[src/hdl/adcd_pkg.sv]
/*
  Shared constants and types for the converter output formatter.
  Assumes a 25 MHz system clock and an APB master with 32-bit data.
*/
package adcd_pkg;

  // ************************************************************
  // Widths and latencies
  // ************************************************************
  localparam int unsigned ADCD_DW = 8;
  localparam int unsigned ADCD_FS_W = 9;
  localparam int unsigned ADCD_REG_W = 16;
  localparam int unsigned ADCD_LAT_NEW = 13;
  localparam int unsigned ADCD_LAT_OLD = 14;
  localparam int unsigned ADCD_AW = 8;
  // Counts are taken one cycle after the fall that writes the line
  localparam logic [3:0] ADCD_VALID_NEW = 4'(ADCD_LAT_NEW + 1);
  localparam logic [3:0] ADCD_VALID_OLD = 4'(ADCD_LAT_OLD + 1);
  localparam logic [3:0] ADCD_CNT_MAX = ADCD_VALID_OLD;
  localparam logic [1:0] ADCD_CAP_WAIT = 2'h2;
  localparam logic [3:0] ADCD_TRIM_MID = 4'h8;
  localparam logic [3:0] ADCD_TRIM_MAX = 4'hF;
  localparam logic [3:0] ADCD_TRIM_MIN = 4'h0;

  // ************************************************************
  // Register map
  // ************************************************************
  localparam logic [5:0] ADCD_IDX_STATUS = 6'h00;
  localparam logic [5:0] ADCD_IDX_EXT_CFG = 6'h01;
  localparam logic [5:0] ADCD_IDX_FULL_SCALE = 6'h02;
  localparam logic [5:0] ADCD_IDX_DES_SRC = 6'h0E;
  localparam int unsigned ADCD_CFG_DES_BIT = 6;
  localparam int unsigned ADCD_CFG_DCR_BIT = 7;
  localparam int unsigned ADCD_CFG_EDGE_BIT = 8;
  localparam int unsigned ADCD_CFG_SINGLE_BIT = 10;
  localparam int unsigned ADCD_DESSRC_Q_BIT = 15;
  localparam logic [15:0] ADCD_EXT_RST = 16'h0480;
  localparam logic [8:0] ADCD_FS_RST = 9'h100;
  localparam logic [1:0] ADCD_ALIGN = 2'h0;

  // ************************************************************
  // Types
  // ************************************************************
  typedef enum logic [1:0] {
    ADCD_PIN_LOW = 2'b00,
    ADCD_PIN_HIGH = 2'b01,
    ADCD_PIN_MID = 2'b10
  } adcd_pin_t;

  typedef struct packed {
    logic [ADCD_DW-1:0] rise;
    logic [ADCD_DW-1:0] fall_i;
    logic [ADCD_DW-1:0] fall_q;
  } adcd_slot_t;

  typedef struct packed {
    logic [ADCD_DW-1:0] q_older;
    logic [ADCD_DW-1:0] i_older;
    logic [ADCD_DW-1:0] q_newer;
    logic [ADCD_DW-1:0] i_newer;
  } adcd_bus_t;

  typedef struct packed {
    logic ext;
    logic des;
    logic des_q;
    logic ddr;
    logic edge_rise;
    logic dcr_en;
  } adcd_mode_t;

  typedef struct packed {
    logic [15:0] zero;
    logic [3:0] trim;
    logic v_old;
    logic v_new;
    logic ext;
    logic des;
    logic ddr;
    logic edge_rise;
    adcd_pin_t des_code;
    adcd_pin_t edge_code;
    adcd_pin_t fs_code;
  } adcd_status_t;

endpackage

[src/hdl/adcd_delay_line.sv]
/*
  Sample delay line: one slot written per input clock fall, two taps.
  Assumes the write strobe is a one-cycle pulse on the system clock.
*/
`timescale 1ns/1ps
`default_nettype none

module adcd_delay_line #(
  parameter int unsigned W = 24,
  parameter int unsigned TAP_NEW = 13,
  parameter int unsigned TAP_OLD = 14
) (
  // Clock and reset
  input wire logic clk,
  input wire logic rst_n,
  // Write side
  input wire logic wr_en,
  input wire logic [W-1:0] wr_data,
  // Registered taps
  output logic [W-1:0] tap_new,
  output logic [W-1:0] tap_old
);

  typedef struct packed {
    logic [TAP_OLD-1:0][W-1:0] line;
    logic [W-1:0] t_new;
    logic [W-1:0] t_old;
  } adcd_dl_st_t;

  adcd_dl_st_t st_q;
  adcd_dl_st_t st_d;

  // ************************************************************
  // Shift and tap
  // ************************************************************
  always_comb begin
    st_d = st_q;
    if (wr_en) begin
      // Taps read before the shift: entry k holds the sample k+1 falls old
      st_d.t_new = st_q.line[TAP_NEW-1];
      st_d.t_old = st_q.line[TAP_OLD-1];
      for (int k = TAP_OLD - 1; k > 0; k--) begin
        st_d.line[k] = st_q.line[k-1];
      end
      st_d.line[0] = wr_data;
    end
  end

  always_ff @(posedge clk) begin
    if (!rst_n) begin
      st_q <= '0;
    end else begin
      st_q <= st_d;
    end
  end

  assign tap_new = st_q.t_new;
  assign tap_old = st_q.t_old;

endmodule

`default_nettype wire

[src/hdl/adcd_top.sv]
/*
  Output formatter and demultiplexer of a dual-channel 8-bit converter.
  Assumes the sample clock and sample words arrive asynchronously and
  are slow enough for the 25 MHz system clock to see every edge.
*/
// Added by the designer: the register addresses and the APB register port.
// Overview of operation
// RULE_01: Full-scale pin at mid-level selects the 9-bit register code.
// RULE_02: Edge pin high: forwarded clock at half rate, data on its rise.
// RULE_03: Edge pin low: forwarded clock at half rate, data on its fall.
// RULE_04: Edge pin mid: quarter-rate forwarded clock, data on both edges.
// RULE_05: Forwarded clock driven differentially; receiver latches words with it.
// RULE_06: Duty-cycle regulator on after reset; switched only through register 1.
// RULE_07: Interleave mode samples the chosen input on both clock edges.
// RULE_08: Interleaved samples spread four wide across the output buses.
// RULE_09: Group order oldest to newest: Q older, I older, Q newer, I newer.
// RULE_10: Interleave under pin control samples the first input only.
// RULE_11: Under register control register 14 picks the interleaved input.
// RULE_12: Interleave mode trims I/Q clock phase continuously in background.
// RULE_13: Controller calibrates before interleave and after large temperature shifts. This code has no calibration logic.
// RULE_14: I newer carries fall sample 13 cycles back, I older 14.
// RULE_15: Normal mode Q newer and Q older carry falls 13 and 14 back.
// RULE_16: Interleave Q newer carries rise sample 13.5 cycles back.
// RULE_17: Interleave Q older carries rise sample 14.5 cycles back.
// RULE_18: Output words are offset binary.
// RULE_19: Newer words valid after 13 input clocks, older after 14.
// RULE_20: Three-level pins decode to two-bit codes, latched once after reset.
// RULE_21: All four output buses are registered on one common edge.
`timescale 1ns/1ps
`default_nettype none

module adcd_top (
  // Clock and reset
  input wire logic CLK,
  input wire logic RESET_N,
  // APB register port
  input wire logic PSEL,
  input wire logic PENABLE,
  input wire logic PWRITE,
  input wire logic [adcd_pkg::ADCD_AW-1:0] PADDR,
  input wire logic [31:0] PWDATA,
  output logic [31:0] PRDATA,
  output logic PREADY,
  output logic PSLVERR,
  // Three-level pins as comparator pairs
  input wire logic FULL_SCALE_SELECT_ABOVE,
  input wire logic FULL_SCALE_SELECT_BELOW,
  input wire logic OUTPUT_EDGE_SELECT_ABOVE,
  input wire logic OUTPUT_EDGE_SELECT_BELOW,
  input wire logic DUAL_EDGE_SELECT_ABOVE,
  input wire logic DUAL_EDGE_SELECT_BELOW,
  // Sample clock and raw two's complement words
  input wire logic SAMPLE_CLOCK_IN,
  input wire logic [adcd_pkg::ADCD_DW-1:0] ANALOG_IN_FIRST,
  input wire logic [adcd_pkg::ADCD_DW-1:0] ANALOG_IN_SECOND,
  // Forwarded clock and output buses
  output logic FORWARDED_DATA_CLOCK_P,
  output logic FORWARDED_DATA_CLOCK_N,
  output logic [adcd_pkg::ADCD_DW-1:0] I_WORD_NEWER,
  output logic [adcd_pkg::ADCD_DW-1:0] I_WORD_OLDER,
  output logic [adcd_pkg::ADCD_DW-1:0] Q_WORD_NEWER,
  output logic [adcd_pkg::ADCD_DW-1:0] Q_WORD_OLDER,
  output logic WORD_NEWER_VALID,
  output logic WORD_OLDER_VALID,
  // Analog front-end controls
  output logic [adcd_pkg::ADCD_FS_W-1:0] FULL_SCALE_CODE,
  output logic FULL_SCALE_FROM_CODE,
  output logic FULL_SCALE_PIN_HIGH,
  output logic DUTY_CYCLE_REG_EN,
  output logic [3:0] PHASE_TRIM
);

  // ************************************************************
  // State
  // ************************************************************
  typedef struct packed {
    logic [2:0] clk_s;
    logic [adcd_pkg::ADCD_DW-1:0] ai_s1;
    logic [adcd_pkg::ADCD_DW-1:0] ai_s2;
    logic [adcd_pkg::ADCD_DW-1:0] aq_s1;
    logic [adcd_pkg::ADCD_DW-1:0] aq_s2;
    logic [5:0] pin_s1;
    logic [5:0] pin_s2;
    logic [1:0] cap_cnt;
    logic capped;
    adcd_pkg::adcd_pin_t fs_code;
    adcd_pkg::adcd_pin_t edge_code;
    adcd_pkg::adcd_pin_t des_code;
    logic [adcd_pkg::ADCD_REG_W-1:0] ext_cfg;
    logic [adcd_pkg::ADCD_FS_W-1:0] fs_reg;
    logic des_src_q;
    logic [adcd_pkg::ADCD_DW-1:0] rise_hold;
    logic phase;
    logic [3:0] fall_cnt;
    logic upd;
    logic nupd;
    logic forwarded_data_clock;
    adcd_pkg::adcd_bus_t bus;
    logic v_new;
    logic v_old;
    logic [3:0] trim;
    logic [31:0] prdata;
  } adcd_st_t;

  localparam adcd_st_t ST_RST = '{
    fs_code: adcd_pkg::ADCD_PIN_LOW,
    edge_code: adcd_pkg::ADCD_PIN_LOW,
    des_code: adcd_pkg::ADCD_PIN_LOW,
    ext_cfg: adcd_pkg::ADCD_EXT_RST,
    fs_reg: adcd_pkg::ADCD_FS_RST,
    trim: adcd_pkg::ADCD_TRIM_MID,
    default: '0
  };

  adcd_st_t st_q;
  adcd_st_t st_d;
  adcd_pkg::adcd_mode_t mode;
  adcd_pkg::adcd_slot_t slot_wr;
  adcd_pkg::adcd_slot_t tap_new;
  adcd_pkg::adcd_slot_t tap_old;
  adcd_pkg::adcd_status_t status;
  logic rise_evt;
  logic fall_evt;
  logic [adcd_pkg::ADCD_DW-1:0] ai;
  logic [adcd_pkg::ADCD_DW-1:0] aq;
  logic [adcd_pkg::ADCD_DW-1:0] sel;
  logic [5:0] idx;
  logic mapped;
  logic acc;

  function automatic adcd_pkg::adcd_pin_t dec3(input logic above, input logic below);
    if (above) begin
      return adcd_pkg::ADCD_PIN_HIGH;
    end else if (below) begin
      return adcd_pkg::ADCD_PIN_LOW;
    end
    return adcd_pkg::ADCD_PIN_MID;
  endfunction

  // ************************************************************
  // Mode decode
  // ************************************************************
  always_comb begin
    mode.ext = (st_q.fs_code == adcd_pkg::ADCD_PIN_MID);
    if (mode.ext) begin
      mode.ddr = !st_q.ext_cfg[adcd_pkg::ADCD_CFG_SINGLE_BIT];
      mode.edge_rise = st_q.ext_cfg[adcd_pkg::ADCD_CFG_EDGE_BIT];
      mode.des = st_q.ext_cfg[adcd_pkg::ADCD_CFG_DES_BIT];
      mode.des_q = st_q.des_src_q; // see RULE_11
      mode.dcr_en = st_q.ext_cfg[adcd_pkg::ADCD_CFG_DCR_BIT]; // see RULE_06
    end else begin
      mode.ddr = (st_q.edge_code == adcd_pkg::ADCD_PIN_MID); // see RULE_04
      mode.edge_rise = (st_q.edge_code == adcd_pkg::ADCD_PIN_HIGH);
      mode.des = (st_q.des_code == adcd_pkg::ADCD_PIN_MID);
      mode.des_q = 1'b0; // see RULE_10
      mode.dcr_en = 1'b1;
    end
  end

  // Edges of the synchronised sample clock; stage 0 feeds stage 1 only
  assign rise_evt = st_q.clk_s[1] && !st_q.clk_s[2];
  assign fall_evt = !st_q.clk_s[1] && st_q.clk_s[2];
  // Two's complement in, offset binary out
  assign ai = {~st_q.ai_s2[adcd_pkg::ADCD_DW-1], st_q.ai_s2[adcd_pkg::ADCD_DW-2:0]}; // see RULE_18
  assign aq = {~st_q.aq_s2[adcd_pkg::ADCD_DW-1], st_q.aq_s2[adcd_pkg::ADCD_DW-2:0]}; // see RULE_18
  assign sel = mode.des_q ? aq : ai;
  // Interleave: I buses take falls of the chosen input, Q buses its rises
  assign slot_wr = '{rise: st_q.rise_hold, fall_i: (mode.des ? sel : ai), fall_q: aq}; // see RULE_07

  assign idx = PADDR[adcd_pkg::ADCD_AW-1:2];
  assign acc = PSEL && PENABLE;
  assign mapped = (PADDR[1:0] == adcd_pkg::ADCD_ALIGN) &&
                  (idx == adcd_pkg::ADCD_IDX_STATUS || idx == adcd_pkg::ADCD_IDX_EXT_CFG ||
                   idx == adcd_pkg::ADCD_IDX_FULL_SCALE || idx == adcd_pkg::ADCD_IDX_DES_SRC);

  always_comb begin
    status = '0;
    status.trim = st_q.trim;
    status.v_old = st_q.v_old;
    status.v_new = st_q.v_new;
    status.ext = mode.ext;
    status.des = mode.des;
    status.ddr = mode.ddr;
    status.edge_rise = mode.edge_rise;
    status.des_code = st_q.des_code;
    status.edge_code = st_q.edge_code;
    status.fs_code = st_q.fs_code;
  end

  // ************************************************************
  // Next state
  // ************************************************************
  always_comb begin
    st_d = st_q;
    st_d.clk_s = {st_q.clk_s[1:0], SAMPLE_CLOCK_IN};
    st_d.ai_s1 = ANALOG_IN_FIRST;
    st_d.ai_s2 = st_q.ai_s1;
    st_d.aq_s1 = ANALOG_IN_SECOND;
    st_d.aq_s2 = st_q.aq_s1;
    st_d.pin_s1 = {FULL_SCALE_SELECT_ABOVE, FULL_SCALE_SELECT_BELOW,
                   OUTPUT_EDGE_SELECT_ABOVE, OUTPUT_EDGE_SELECT_BELOW,
                   DUAL_EDGE_SELECT_ABOVE, DUAL_EDGE_SELECT_BELOW};
    st_d.pin_s2 = st_q.pin_s1;
    st_d.upd = fall_evt && st_q.phase;
    st_d.nupd = fall_evt && !st_q.phase;

    // Pins are caught once; the control mode may not change while running
    if (!st_q.capped) begin
      st_d.cap_cnt = 2'(st_q.cap_cnt + 2'h1);
      if (st_q.cap_cnt == adcd_pkg::ADCD_CAP_WAIT) begin
        st_d.capped = 1'b1;
        st_d.fs_code = dec3(st_q.pin_s2[5], st_q.pin_s2[4]); // see RULE_20
        st_d.edge_code = dec3(st_q.pin_s2[3], st_q.pin_s2[2]); // see RULE_20
        st_d.des_code = dec3(st_q.pin_s2[1], st_q.pin_s2[0]); // see RULE_20
      end
    end

    if (rise_evt) begin
      st_d.rise_hold = sel; // see RULE_07
    end

    if (fall_evt) begin
      st_d.phase = !st_q.phase;
      if (st_q.fall_cnt != adcd_pkg::ADCD_CNT_MAX) begin
        st_d.fall_cnt = 4'(st_q.fall_cnt + 4'h1);
      end
      // Crude background phase servo: compare the two edge samples
      if (mode.des) begin
        if (st_q.rise_hold > sel && st_q.trim != adcd_pkg::ADCD_TRIM_MAX) begin
          st_d.trim = 4'(st_q.trim + 4'h1); // see RULE_12
        end else if (st_q.rise_hold <= sel && st_q.trim != adcd_pkg::ADCD_TRIM_MIN) begin
          st_d.trim = 4'(st_q.trim - 4'h1); // see RULE_12
        end
      end
    end

    // One cycle after the fall the taps are stable; every second fall updates
    if (st_q.upd) begin
      st_d.bus.i_newer = tap_new.fall_i; // see RULE_14
      st_d.bus.i_older = tap_old.fall_i; // see RULE_14
      st_d.bus.q_newer = mode.des ? tap_new.rise : tap_new.fall_q; // see RULE_15 RULE_16
      st_d.bus.q_older = mode.des ? tap_old.rise : tap_old.fall_q; // see RULE_15 RULE_17
      st_d.v_new = (st_q.fall_cnt >= adcd_pkg::ADCD_VALID_NEW); // see RULE_19
      st_d.v_old = (st_q.fall_cnt >= adcd_pkg::ADCD_VALID_OLD); // see RULE_19
      if (mode.ddr) begin
        st_d.forwarded_data_clock = !st_q.forwarded_data_clock; // see RULE_04
      end else begin
        st_d.forwarded_data_clock = mode.edge_rise; // see RULE_02 RULE_03
      end
    end else if (st_q.nupd && !mode.ddr) begin
      st_d.forwarded_data_clock = !mode.edge_rise; // see RULE_02 RULE_03
    end

    // Register port: read data fetched in setup, writes land in access
    if (PSEL && !PENABLE && !PWRITE) begin
      unique case (idx)
        adcd_pkg::ADCD_IDX_STATUS: st_d.prdata = status;
        adcd_pkg::ADCD_IDX_EXT_CFG: st_d.prdata = 32'(st_q.ext_cfg);
        adcd_pkg::ADCD_IDX_FULL_SCALE: st_d.prdata = 32'(st_q.fs_reg);
        adcd_pkg::ADCD_IDX_DES_SRC: begin
          st_d.prdata = '0;
          st_d.prdata[adcd_pkg::ADCD_DESSRC_Q_BIT] = st_q.des_src_q;
        end
        default: st_d.prdata = '0;
      endcase
    end
    if (acc && PWRITE && mapped) begin
      unique case (idx)
        adcd_pkg::ADCD_IDX_EXT_CFG: st_d.ext_cfg = PWDATA[adcd_pkg::ADCD_REG_W-1:0]; // see RULE_06
        adcd_pkg::ADCD_IDX_FULL_SCALE: st_d.fs_reg = PWDATA[adcd_pkg::ADCD_FS_W-1:0]; // see RULE_01
        adcd_pkg::ADCD_IDX_DES_SRC: st_d.des_src_q = PWDATA[adcd_pkg::ADCD_DESSRC_Q_BIT]; // see RULE_11
        default: st_d.prdata = st_q.prdata;
      endcase
    end
  end

  always_ff @(posedge CLK) begin
    if (!RESET_N) begin
      st_q <= ST_RST;
    end else begin
      st_q <= st_d;
    end
  end

  // ************************************************************
  // Sample pipeline
  // ************************************************************
  adcd_delay_line #(
    .W($bits(adcd_pkg::adcd_slot_t)),
    .TAP_NEW(adcd_pkg::ADCD_LAT_NEW),
    .TAP_OLD(adcd_pkg::ADCD_LAT_OLD)
  ) u_adcd_delay_line (
    .clk(CLK),
    .rst_n(RESET_N),
    .wr_en(fall_evt),
    .wr_data(slot_wr),
    .tap_new(tap_new),
    .tap_old(tap_old)
  );

  // ************************************************************
  // Outputs
  // ************************************************************
  assign PRDATA = st_q.prdata;
  assign PREADY = 1'b1;
  assign PSLVERR = acc && !mapped;
  assign FORWARDED_DATA_CLOCK_P = st_q.forwarded_data_clock; // see RULE_05
  assign FORWARDED_DATA_CLOCK_N = !st_q.forwarded_data_clock; // see RULE_05
  // Bus order oldest to newest: Q older, I older, Q newer, I newer
  assign I_WORD_NEWER = st_q.bus.i_newer; // see RULE_08 RULE_09 RULE_21
  assign I_WORD_OLDER = st_q.bus.i_older;
  assign Q_WORD_NEWER = st_q.bus.q_newer;
  assign Q_WORD_OLDER = st_q.bus.q_older;
  assign WORD_NEWER_VALID = st_q.v_new;
  assign WORD_OLDER_VALID = st_q.v_old;
  assign FULL_SCALE_CODE = st_q.fs_reg;
  assign FULL_SCALE_FROM_CODE = mode.ext; // see RULE_01
  assign FULL_SCALE_PIN_HIGH = (st_q.fs_code == adcd_pkg::ADCD_PIN_HIGH);
  assign DUTY_CYCLE_REG_EN = mode.dcr_en;
  assign PHASE_TRIM = st_q.trim;
endmodule

`default_nettype wire

[config.mk]
export PLATFORM = sky130hd
export DESIGN_NAME = adcd_top
export DESIGN_NICKNAME = d
export VERILOG_FILES = /design/src/hdl/adcd_pkg.sv /design/src/hdl/adcd_delay_line.sv /design/src/hdl/adcd_top.sv
export SDC_FILE = /design/constraint.sdc
export NUM_CORES = 1
export LEC_CHECK = 0
export ABC_AREA = 1
export BUFFER_PORTS_ARGS = -buffer_cell sky130_fd_sc_hd__buf_2
export CORE_AREA = 2 2 211 171
export DETAILED_ROUTE_END_ITERATION = 10
export DIE_AREA = 0 0 213 173
export PLACE_DENSITY = 0.89
export SLEW_MARGIN = 0
export SYNTH_ARGS = -nofsm -noshare
export SYNTH_HDL_FRONTEND = slang
export SYNTH_HIERARCHICAL = 1
export SYNTH_SLANG_ARGS = --single-unit
[constraint.sdc]
create_clock -name CLK -period 8.11 [get_ports CLK]
set_input_delay 1.2165 -clock CLK [delete_from_list [all_inputs] [get_ports CLK]]
set_output_delay 1.2165 -clock CLK [all_outputs]
set_load 0.005 [all_outputs]
==> summary.md <==
| Metric | Value |
|---|---|
| Post-synth top area share | 45.8% |
| Synth Instances | approximately 3,200 |
| CP Launch Type | input port |
| DRT Pass-1 Iters | 7 |
| Sequential cell area fraction in the yosys report | 45.8% |
| Final Skew | between 10 and 15 ps |
| Asr flop ratio synth | 0% |
| P&R area growth vs syn | 2.63% |
| Largest net degree at the start of global routing | around 260 |
| Final antenna-violating net count | 0 |
| Most common cell in the netlist | nand2_1 |
| Number of port buffers | 120 |
| Residual DRC | 0 |
| Fill count | around 2,900 |
| Die area | about 37,000 um2 |
| FF-to-FF path depth | 21 |
| FP Rows | 61 |
| Reg2reg end | PHASE_TRIM[3]$_SDFFE_PN1P_ |
| Pwr dens | 227 nW/um2 |
| Dpl hpwl | 22,700 um |
| Setup Buffers After CTS | 0 |
| Pleak | approximately 10 nW |
| Clock insertion delay at the later pin of the skew report | approximately 560 ps |
| Ys Warns | 6 |
| Reg area | about 10,000 um2 |
| Worst hold stages | 2 |
| Clk buf depth | 3 |
| Clock Tree Root | clkbuf_16 |
| Unique cell type count in the Yosys netlist | 41 |
| Avg WL per Cell | around 11 um |
| RSZ-0062 raised after global routing | no |
| Number of global-route vias before repair | ~15,000 |
| Final Max Tran Viols | 0 |
| Via density per instance | about 4.7 |
| WP data required | roughly 6900 ps |
| CTS buffer count | 46 |
| Kind of end point of the critical path | primary output |
| Core footprint | about 35,000 um2 |
| HP Start | st_d[125]$_SDFF_PN0_ |
| Area contributors post-synth | dfxtp_1 46%, nand2_1 15%, nor2_1 14% |
| Final Critical Period | 3900 ps |
| Share of layout cells above drive strength 1 | between 6 and 7% |
| Post-cts resize count | 0 |
| EDFF count, synth | 0 |
| Grt total ovfl | 0 |
| Syn Area/Cell | roughly 6.9 um2 |
| Via Count | ~17,000 |
| Primary FF master, synth | dfxtp_1 |
| TritonCTS clock tree | done |
| Hold Buf Count CTS | 0 |
| Final setup fails | 0 |
| Hold Crit Class | reg2reg |
| Ports | ~150 |
| Setup TNS | 0 ps |
| NumNets Final | ~3,200 |
| #FFs+latches synth | 512 |
| Synth top cells by count | 917 x nand2_1, 806 x nor2_1, 512 x dfxtp_1 |
| CTS sink cnt | a little over 500 |
| Slew HR | 31.3% |
| CTS clk-pin slew, worst paths | approximately 60 ps |
| Worst IR drop on VDD | 0.193 mV |
| Multi-input logic area | 7990 um2 |
| Crit-path max FO | 12 |
| CTS H-tree depth | 2 |
| Total global-route track usage | around a fifth |
| Met1 Use GR | between 20% and 30% |
| Gr busiest metal | met2 |
| Initial Util | roughly 65% |
| Status | complete, no violations |
| Arr. time, crit path | ~2700 ps |
| Initial DRC Count | ~1,300 |
| Maximum clock frequency | about 260 MHz |
| Final hold vios | 0 |
| Internal reg-to-reg setup slack | about 4200 ps |
| Routed wire length | 38,800 um |
| Leading area contributor after synthesis | dfxtp_1 |
| Transition time of the tightest slew-check pin | ~1000 ps |
| Die Width | 213 um |
| First-pass GRT wire length | between 60,000 and 70,000 um |
| Tcrit/Tclk final | between 40% and 50% |
| Initial antenna violation count | 1 |
| Fin cells | 3,664 |
| Met3 usage | ~3.9% |
| Routability congestion estimate | 0.855 |
| Met2 GRT Util | around a third |
| Number of max-cap violations | 0 |
| Placed insts | 3,579 |
| Hold EP | st_q[125]$_SDFF_PN0_ |
| Critical path class | in2out |
| Cell Area, Synth | between 20,000 and 25,000 um2 |
| Die height | roughly 170 um |
| RR Startpoint | st_q[116]$_SDFFE_PN0P_ |
-- area by class of cell --
cell class              count  share of cell area (%)
well taps                 472                    2.57
diodes                      1                  0.0109
repair buffers            129                    3.12
multi-input cells        1963                    34.8
clock buffers              72                    6.23
inverters                 503                    8.22
clock inverters            12                   0.414
flip-flops and latches    512                    44.6
-- flip-flops by register name, summed over array words and instances, names as in the netlist, 4 cells and up --
| name | flops |
|---|---|
| FULL_SCALE_CODE | 9 |
| I_WORD_NEWER | 8 |
| I_WORD_OLDER | 8 |
| PHASE_TRIM | 4 |
| PRDATA | 16 |
| Q_WORD_NEWER | 8 |
| Q_WORD_OLDER | 8 |
| ai | 7 |
| aq | 7 |
| slot_wr | 8 |
| st_d | 24 |
| st_q | 42 |
| u_adcd_delay_line/st_q | 312 |
| u_adcd_delay_line/tap_new | 24 |
| u_adcd_delay_line/tap_old | 24 |
-- placed cells by master, fill, tap and decap left out, drive strengths merged, types with 13 or more instances in the layout --
cell / synthesis / routed
a21oi: 44 / 44
buf: 239 / 129
clkbuf: 46 / 72
conb: 2 / 17
dfxtp: 512 / 512
ha: 13 / 13
inv: 501 / 503
nand2: 919 / 919
nand3: 30 / 30
nand4: 13 / 13
nor2: 810 / 810
o211ai: 33 / 33
o21ai: 55 / 55
-- report_power, final --
group	leakage [nW]	total (mW)	internal [mW]	switching, mW
registers	4.16	2.65	2.60	0.0465
clock network	0.765	2.16	1.25	0.920
logic	5.26	0.403	0.135	0.268
-- worst max path at each step --
stage / from / end / slack [ps] / cells past startpoint
global placement: PADDR[5] / PSLVERR / 4300 / 7
CTS: PADDR[5] / PSLVERR / 4260 / 7
finish: PADDR[5] / PSLVERR / 4210 / 7
detailed placement: PADDR[5] / PSLVERR / 4260 / 7
floorplan: PADDR[5] / PSLVERR / 4900 / 6
global route: st_q[116]$_SDFFE_PN0P_ / PHASE_TRIM[3]$_SDFFE_PN1P_ / 3940 / 21
-- logic make-up after synthesis --
| group | Yosys count | synth area share, % |
|---|---|---|
| buffers and inverters | 788 | 18.8 |
| other | 2 | 0.0336 |
| adders and majority gates | 14 | 0.816 |
| DFF | 512 | 45.8 |
| AOI/OAI and AO/OA | 152 | 3.95 |
| xor gates and xnor gates | 1 | 0.0392 |
| and+or+nand+nor | 1779 | 30.6 |
-- per-layer routing --
layer / up-vias / part of all wire (%)
li1: 9156 / -
met5: - / 0
met1: 7631 / 46
met4: 0 / 2.4
met3: 80 / 5.3
met2: 355 / 46
-- metrics by stage --
stage	hold slack (ps)	power, mW	utilization (%)	area (um2)	worst slack, ps
after floorplan	386	3.04	-	22400	4900
after detailed placement	398	3.10	62.0	21400	4260
after global routing	438	5.44	66.4	23000	3940
after global placement	394	3.09	62.0	21400	4300
final	412	5.22	66.4	23000	4210
after CTS	414	5.26	66.4	23000	4260
-- critical path, cell delays in order --
cell and delay, ps:
buf_2 110, nor2_2 170, nand3_1 430, nand4_1 260
and2_4 290, nor3_1 70, buf_2 130
Power figures use the tool's default switching activity.
